[src/qirq_pkg.sv]
// Package for the quad UART interrupt and ready output block
package qirq_pkg;
    localparam int NUM_CHAN = 4;
    localparam int CHAN_A = 0;
    localparam int SYNC_STAGES = 3;
    localparam logic BUS_SEPARATE_STROBE = 1'b1;
    localparam logic BUS_SINGLE_SELECT = 1'b0;
    localparam logic OE_RESET = 1'b0;

    // Per-channel status from the UART core
    typedef struct packed {
        logic [NUM_CHAN-1:0] irq_pending;
        logic [NUM_CHAN-1:0] tx_ready;
        logic [NUM_CHAN-1:0] rx_ready;
    } qirq_chan_status_s;

    // Interrupt pin drive, two signals per pin
    typedef struct packed {
        logic [NUM_CHAN-1:0] level;
        logic [NUM_CHAN-1:0] oe;
    } qirq_irq_pins_s;

    typedef enum logic [1:0] {
        QIRQ_MODE_RESET = 2'b00,
        QIRQ_MODE_STROBE = 2'b01,
        QIRQ_MODE_SINGLE = 2'b10
    } qirq_mode_e;
endpackage

[src/qirq_outputs.sv]
// Interrupt pin drive and ready outputs of a four-channel UART
// How it works
// - Separate-strobe mode: pins A-D are channel interrupts
// - Separate-strobe mode: pin driven when enable bit set, else tristated
// - Single-select mode: pins B-D held low
// - Force input high overrides enable bit
// - No-pin variants: force tied high or low
// - Per-channel active-low transmit ready
// - Per-channel active-low receive ready
// - Combined transmit ready is AND of four
// - Combined receive ready is AND of four
// - Single-select: pin A is shared open-drain interrupt
// - Bus-style pin high selects separate strobes
`timescale 1ns/1ps
module qirq_outputs #(
    parameter bit HAS_FORCE_PIN = 1'b1,
    parameter bit FORCE_TIE_VALUE = 1'b0
) (
    input wire logic ref_clk, // 125 MHz clock
    input wire logic rst, // Async reset, active high
    input wire logic bus_style_pin, // Bus style strap pin
    input wire logic irq_continuous_force, // Interrupt select pin
    input wire logic [qirq_pkg::NUM_CHAN-1:0] irq_output_enable_bit, // Per-channel enable bit
    input wire qirq_pkg::qirq_chan_status_s chan_status, // Core status, same clock
    output qirq_pkg::qirq_irq_pins_s irq_pins, // Interrupt pins A-D level and enable
    output logic chan_a_tx_ready_n, // Channel A transmit ready
    output logic chan_b_tx_ready_n, // Channel B transmit ready
    output logic chan_c_tx_ready_n, // Channel C transmit ready
    output logic chan_d_tx_ready_n, // Channel D transmit ready
    output logic chan_a_rx_ready_n, // Channel A receive ready
    output logic chan_b_rx_ready_n, // Channel B receive ready
    output logic chan_c_rx_ready_n, // Channel C receive ready
    output logic chan_d_rx_ready_n, // Channel D receive ready
    output logic all_tx_ready_n, // Combined transmit ready
    output logic all_rx_ready_n, // Combined receive ready
    output qirq_pkg::qirq_mode_e bus_mode // Current bus mode
);
    import qirq_pkg::*;

    // Filtered pin levels; each pin passes four flops (three stages and the level flop) before it is used
    logic style_q;
    logic force_q;
    logic force_eff;
    logic strobe_mode;
    logic any_pending;
    logic [NUM_CHAN-1:0] lane_level;
    logic [NUM_CHAN-1:0] lane_oe;
    qirq_irq_pins_s next_irq_pins;
    qirq_mode_e next_bus_mode;
    logic [NUM_CHAN-1:0] tx_n;
    logic [NUM_CHAN-1:0] rx_n;
    logic [NUM_CHAN-1:0] next_tx_n;
    logic [NUM_CHAN-1:0] next_rx_n;
    logic next_all_tx_n;
    logic next_all_rx_n;

    // Strap is treated as single-select until the pin has been seen
    qirq_pin_sync #(
        .STAGES(SYNC_STAGES),
        .RESET_LEVEL(BUS_SINGLE_SELECT)
    ) style_sync (
        .ref_clk(ref_clk),
        .rst(rst),
        .pin(bus_style_pin),
        .level(style_q)
    );

    // Reset level low keeps outputs gated by the enable bits until the pin is seen
    qirq_pin_sync #(
        .STAGES(SYNC_STAGES),
        .RESET_LEVEL(OE_RESET)
    ) force_sync (
        .ref_clk(ref_clk),
        .rst(rst),
        .pin(irq_continuous_force),
        .level(force_q)
    );

    // Packages without the select pin behave as if it were strapped
    assign force_eff = HAS_FORCE_PIN ? force_q : FORCE_TIE_VALUE;

    assign strobe_mode = (style_q == BUS_SEPARATE_STROBE);
    assign any_pending = |chan_status.irq_pending;

    // One lane per pin; only pin A doubles as the shared device interrupt
    for (genvar ch = 0; ch < NUM_CHAN; ch++) begin : g_lane
        qirq_irq_lane #(
            .SHARED_PIN(ch == CHAN_A)
        ) lane (
            .strobe_mode(strobe_mode),
            .force_on(force_eff),
            .enable_bit(irq_output_enable_bit[ch]),
            .pending(chan_status.irq_pending[ch]),
            .any_pending(any_pending),
            .next_level(lane_level[ch]),
            .next_oe(lane_oe[ch])
        );
    end

    always_comb begin
        next_irq_pins.level = lane_level;
        next_irq_pins.oe = lane_oe;
    end

    always_comb begin
        next_bus_mode = QIRQ_MODE_SINGLE;
        if (strobe_mode) begin
            next_bus_mode = QIRQ_MODE_STROBE;
        end
    end

    always_comb begin
        next_tx_n = ~chan_status.tx_ready;
        next_rx_n = ~chan_status.rx_ready;
        next_all_tx_n = &next_tx_n;
        next_all_rx_n = &next_rx_n;
    end

    always_ff @(posedge ref_clk or posedge rst) begin
        if (rst) begin
            irq_pins <= '0;
            bus_mode <= QIRQ_MODE_RESET;
            tx_n <= '1;
            rx_n <= '1;
            all_tx_ready_n <= 1'b1;
            all_rx_ready_n <= 1'b1;
        end else begin
            irq_pins <= next_irq_pins;
            bus_mode <= next_bus_mode;
            tx_n <= next_tx_n;
            rx_n <= next_rx_n;
            all_tx_ready_n <= next_all_tx_n;
            all_rx_ready_n <= next_all_rx_n;
        end
    end

    assign chan_a_tx_ready_n = tx_n[0];
    assign chan_b_tx_ready_n = tx_n[1];
    assign chan_c_tx_ready_n = tx_n[2];
    assign chan_d_tx_ready_n = tx_n[3];
    assign chan_a_rx_ready_n = rx_n[0];
    assign chan_b_rx_ready_n = rx_n[1];
    assign chan_c_rx_ready_n = rx_n[2];
    assign chan_d_rx_ready_n = rx_n[3];
endmodule

// Pin synchroniser; a new level counts once the last two stages agree
module qirq_pin_sync #(
    parameter int STAGES = qirq_pkg::SYNC_STAGES,
    parameter bit RESET_LEVEL = 1'b0
) (
    input wire logic ref_clk, // Clock
    input wire logic rst, // Async reset, active high
    input wire logic pin, // Raw pin from outside the clock domain
    output logic level // Filtered level
);
    import qirq_pkg::*;

    logic [STAGES-1:0] stages;
    logic [STAGES-1:0] next_stages;
    logic next_level;

    always_comb begin
        next_stages = {stages[STAGES-2:0], pin};
        next_level = level;
        // A one-cycle glitch never sits in the last two stages at once
        if (stages[STAGES-1] == stages[STAGES-2]) begin
            next_level = stages[STAGES-1];
        end
    end

    // Costs two cycles more than a plain pair of flops, in return for glitch rejection
    always_ff @(posedge ref_clk or posedge rst) begin
        if (rst) begin
            stages <= {STAGES{RESET_LEVEL}};
            level <= RESET_LEVEL;
        end else begin
            stages <= next_stages;
            level <= next_level;
        end
    end
endmodule

// Next drive of one interrupt pin from the bus mode, force level and channel state
module qirq_irq_lane #(
    parameter bit SHARED_PIN = 1'b0
) (
    input wire logic strobe_mode, // High in separate-strobe bus mode
    input wire logic force_on, // Effective interrupt select level
    input wire logic enable_bit, // This channel's output-enable bit
    input wire logic pending, // This channel has an enabled source pending
    input wire logic any_pending, // Some channel of the device has one pending
    output logic next_level, // Pin value while driven
    output logic next_oe // High while the pin is driven
);
    always_comb begin
        next_level = 1'b0;
        next_oe = 1'b0;
        if (strobe_mode) begin
            next_level = pending;
            next_oe = force_on | enable_bit;
        end else if (SHARED_PIN) begin
            // Open drain: pull low while any channel pends, release otherwise
            next_oe = any_pending;
        end else begin
            // Force input is ignored here; unused pins are driven low, never floated
            next_oe = 1'b1;
        end
    end
endmodule

[config.mk]
export PLATFORM = sky130hd
export DESIGN_NAME = qirq_outputs
export DESIGN_NICKNAME = d
export VERILOG_FILES = /design/src/qirq_pkg.sv /design/src/qirq_outputs.sv
export SDC_FILE = /design/constraint.sdc
export NUM_CORES = 1
export LEC_CHECK = 0
export ABC_AREA = 1
export BUFFER_PORTS_ARGS = -buffer_cell sky130_fd_sc_hd__buf_4
export CORE_ASPECT_RATIO = 1.2
export CORE_UTILIZATION = 47
export CTS_CLUSTER_SIZE = 12
export DETAILED_ROUTE_END_ITERATION = 12
export GPL_TIMING_DRIVEN = 0
export PLACE_DENSITY = 0.91
export SETUP_SLACK_MARGIN = 0.15
export SLEW_MARGIN = 20
export SYNTH_ARGS = -nofsm -noshare
export SYNTH_HDL_FRONTEND = slang
export SYNTH_SLANG_ARGS = --single-unit
export TNS_END_PERCENT = 1
[constraint.sdc]
create_clock -name ref_clk -period 1.1 [get_ports ref_clk]
set_input_delay 0.055 -clock ref_clk [delete_from_list [all_inputs] [get_ports ref_clk]]
set_output_delay 0.055 -clock ref_clk [all_outputs]
set_load 0.01 [all_outputs]
* After elaboration in Yosys (flattened, before gate mapping)
Cells that the tools add are included.
Word-level totals: register bits 28, input port bits 20
Cells by class: muxes and demuxes 9, bitwise gates (word level) 6, reduce and logical (&&, ||, !) cells 3, eq/ne operators 2
Operator list (number):
- 1-bit 2-to-1 mux | 8
- 4-bit NOT | 2
- 4-bit AND reduction | 2
- 1-bit OR | 4
- 4-bit OR reduction | 1
- 1-bit == test | 2
- 2-bit 2-to-1 mux | 1

* Logic depth before layout (Yosys ltp)
depth in word-level cells 2, gate-level depth with buffers 4

* By module
A second synthesis with hierarchy kept.
Unflattened totals: cells, all modules 75, area, all modules 893.4 um2
Modules (own cells, without submodules):
- qirq_outputs | times used 1, area each 584.3 um2, cells each 39, sequential area each 513.0 um2
- qirq_pin_sync | times used 2, area each 120.1 um2, cells each 9, sequential area each 100.1 um2
- qirq_irq_lane at g_lane[1].lane ... | times used 3, area each 15.0 um2, cells each 4, sequential area each 0.0 um2
- qirq_irq_lane at g_lane[0].lane | times used 1, area each 23.8 um2, cells each 6, sequential area each 0.0 um2

* Worst setup path before layout
OpenSTA, ideal clock, no wires.
path kind register -> register, from register style_sync.level, to register irq_pins[0] (netlist name), buffers on the path 1, period minus slack after synthesis 728 ps, required time 981 ps, data arrival time 610 ps, slack 372 ps, stages on the path, launching flop included 4, path through dfrtp_1 > buf_6 > o21ai_1 > nand2_1
On the way: cells in the longest elaborated chain, start to end 1
RTL lines:
- start, declared | line qirq_outputs.sv:155 | output logic level
- start signal, assigned | line qirq_outputs.sv:179 | level <= next_level;
- 1-bit 2-to-1 mux | line qirq_outputs.sv:199 | if (strobe_mode) begin
- via g_lane[0].lane.next_oe | line qirq_outputs.sv:194 | output logic next_oe
- end signal, assigned | line qirq_outputs.sv:128 | irq_pins <= next_irq_pins;
- end, declared | line qirq_outputs.sv:25 | output qirq_pkg::qirq_irq_pins_s irq_pins,
The timed path passes the listed nets, and every way through them passes these cells. A chain may end at the register's enable or synchronous reset.

* Worst setup path after layout
from register all_tx_ready_n, to output all_tx_ready_n
RTL lines:
- start, declared | line qirq_outputs.sv:34 | output logic all_tx_ready_n,
- start signal, assigned | line qirq_outputs.sv:132 | all_tx_ready_n <= next_all_tx_n;
No word-level cell between the ends.

==> results.md <==
| Item | This run | Unit |
| --- | --- | --- |
| Cell area after technology mapping | 887.1 | µm² |
| Synthesized flop and latch total | 28 | - |
| Worst-Margin Slew | 0.5439 | ns |
| Crit-path cells | buf_6 | - |
| Vias after detailed routing | 713 | - |
| Cell internal pwr | 1.658 | mW |
| Static Leakage | 0.7448 | nW |
| Core area | 0.001702 | mm² |
| Number of inserted filler cells in the final layout | 84 | - |
| Share of the yosys chip area belonging to registers | 80.39 | % |
| Total I/O pin count | 40 | - |
| CTS buffer count | 3 | - |
| Ant. Diodes | 0 | - |
| CP max stage delay | 0.57 | ns |
| Buffers added on ports | 39 | - |
| Y dimension of the die | 49.59 | µm |
| Final cell count without fillers | 149 | - |
| Class of the most critical setup path | flop to output port | - |
| Switching power share of the total | 22.00 | % |
| Library cells used by synthesis | 12 | - |
| DRC errors left | 0 | - |
| Number of antenna violations at the first check in global routing | 0 | - |
| TritonCTS clock tree | yes | - |
| Result of the run | completed | - |
| Tmin final | 1.055 | ns |
| CP delay by family, top | flip-flops | - |
| Synth-to-Final Area Change | 64.18 | % |
| Floorplan die area | 0.002066 | mm² |
| Setup Skew | 0.01899 | ns |
| Clock transition at the registers of the reported paths | 0.16 | ns |
| Die width | 41.66 | µm |
| Min-Delay Path Class | input port to async pin | - |
| Setup repair after global routing missed its margin | true | - |
| First-pass GRT wire length | 3.512 | mm |
| Maximum clock insertion buffer count | 2 | - |
| Detail-routed via count per cell | 4.785 | - |
| Final RePlAce weighted congestion | 0.6476 | - |
| Number of buffers and inverters on the critical path | 1 | - |
| Slew headroom | 63.69 | % |
| Most common library cells after synthesis | dfrtp_1, nand2_1, dfstp_2 | - |
| Aggregate routed wire length | 2.206 | mm |
| Setup TNS | 0 | ns |
| Part of the total power dissipated in sequential elements | 53.7 | % |
| CTS HTree Levels | 1 | - |
| Worst supply voltage drop on vdd | 1.133 | mV |
| Top cells by area in the synthesized netlist | dfrtp_1, dfstp_2, nand2_1 | - |
| Number of instances in the synthesized netlist | 69 | - |
| Peak clock frequency supported by timing | 947.8 | MHz |
| Switch Pwr | 467.8 | µW |
| Final-report max-slew violation count | 0 | - |
| Total power after layout | 2.126 | mW |
| Net count after synthesis | 89 | - |
| Crit Path Max Fanout | 1 | - |
| Placed cell count | 126 | - |
| Post-layout net count | 152 | - |
| Max_cap viols | 0 | - |
| Antenna violation net count after detailed routing | 0 | - |
| Most used DFF post-synth | dfrtp_1 | - |
| FFs w/ async S/R, synth | 100.0 | % |
| Kind of start point of the critical path | flop | - |
| Skew-Pair Late Insertion Delay | 0.33 | ns |
| Area share of the largest cell type after synthesis | 50.78 | % |
| Syn avg cell area | 12.86 | µm² |
| Number of synthesized flops with an enable pin | 0 | - |
| Count of standard-cell rows | 16 | - |
| Clk Tree Root Cell | clkbuf_4 | - |
| GR Overflow Total | 0 | - |
| Combinational power share | 15.1 | % |
| Sink Count | 28 | - |
| Critical Path RT | 1.04 | ns |
| GRT Total Usage | 23.69 | % |
| Final period utilization | 95.92 | % |
| Yosys warnings | 0 | - |
| Setup violations, final | 0 | - |
| Total power per unit cell area | 1460 | mW/mm² |
| Signal arrival time at the worst endpoint | 1.00 | ns |
| Estimated wirelength of the detail-placed design | 1.237 | mm |
| WL per Instance | 14.81 | µm |
| Critical path capture point type | output port | - |
| Most frequent cell after synthesis | dfrtp_1 | - |
| Fraction of power consumed by the clock network | 31.2 | % |
| Number of violations reported at the end of detailed-routing iteration 0 | 15 | - |
| Starting Density | 52.13 | % |
| Number of setup buffers added after CTS | 0 | - |
| Pin count of the biggest net entering global routing | 29 | - |
| CP max stage cell | dfstp_2 | - |
| First-pass DRT Iterations | 4 | - |
| Final hold violation count | 0 | - |
| Cell type with the highest aggregate area in the netlist | dfrtp_1 | - |
| Via count of the first global-routing pass | 780 | - |
| Layout cell share with drive strength beyond 1 | 46.56 | % |
sequential cells by signal, summed over array words and instances, names as in the netlist, 2 cells and up:
register	count
irq_pins	8
rx_n	4
tx_n	4
force_sync.stages	3
style_sync.stages	3
bus_mode	2
cell type report:
| type | instances | area, µm² | area share [%] |
|---|---|---|---|
| tap | 18 | 22.52 | 1.546 |
| sequential | 28 | 713.2 | 48.97 |
| inverter | 14 | 55.05 | 3.780 |
| buffer | 1 | 11.26 | 0.7732 |
| clock inverter | 1 | 30.03 | 2.062 |
| clock buffer | 3 | 22.52 | 1.546 |
| timing repair buffer | 58 | 494.2 | 33.93 |
| multi-input combinational | 26 | 107.6 | 7.388 |
cells by family after synthesis:
family,after synthesis,synth area share (%)
compound gates,3,2.115
simple gates,23,10.01
flops,28,80.39
buf+inv,15,7.475
stage by stage:
| step | hold WS (ns) | area (µm²) | worst slack [ns] | utilization (%) |
|---|---|---|---|---|
| after detailed placement | 0.1658 | 1202 | 0.1222 | 70.66 |
| after global routing | 0.3502 | 1456 | 0.01336 | 85.59 |
| after global placement | 0.1643 | 1202 | 0.1916 | 70.66 |
| after CTS | -0.02750 | 1443 | 0.05099 | 84.78 |
| final | 0.3061 | 1456 | 0.04493 | 85.59 |
| after floorplan | 0.07891 | 887.1 | 0.3716 | - |
tightest hold or removal path, stage by stage:
cell and delay [ns]:
dlygate4sd3_1 0.54, buf_4 0.13, inv_2 0.40
power groups by stage:
stage	clock network, mW	logic, mW	registers [mW]
floorplan	0	0.0779	1.18
global placement	0	0.243	1.15
detailed placement	0	0.254	1.16
CTS	0.664	0.309	1.14
global route	0.717	0.346	1.15
finish	0.664	0.320	1.14
cells in the final DEF, fill, tap and decap left out:
master / n
dlygate4sd3_1: 19
a21oi_1: 1
a21oi_2: 1
inv_4: 1
nor2_1: 8
inv_1: 8
bufinv_16: 1
nand2_1: 13
nor3_1: 2
dfrtp_1: 18
inv_2: 5
buf_6: 4
clkbuf_4: 3
dfstp_2: 10
o21ai_1: 1
buf_4: 36
what timing repair did:
action / CTS / global route
endpoints found under the setup margin: 10 / 14
hold buffers: 18 / 1
resized for setup: 2 / 1
endpoints found under the hold margin: 38 / 18
metal layers:
metal / up-vias / wire (µm) / GRT usage, %
met2: 36 / 1338 / 46.09
met1: 351 / 716 / 24.69
li1: 320 / - / -
met3: 6 / 107 / 2.930
met5: - / 0 / 0
met4: 0 / 44 / 10.22
path summary, 6_finish.rpt:
kind / start / end / slack (ns) / cells after the start
max: all_tx_ready_n / all_tx_ready_n / 0.04 / 1
min: rst / force_sync.stages[1] / 0.31 / 3
max reg2reg: force_sync.level / irq_pins[2] / 0.32 / 2
min reg2reg: style_sync.stages[0] / style_sync.stages[1] / 0.36 / 0
max in group asynchronous: rst / rx_n[1] / 0.40 / 3
min in group ref_clk: style_sync.stages[0] / style_sync.stages[1] / 0.36 / 0
No activity file was read; power rests on OpenSTA's default activity.
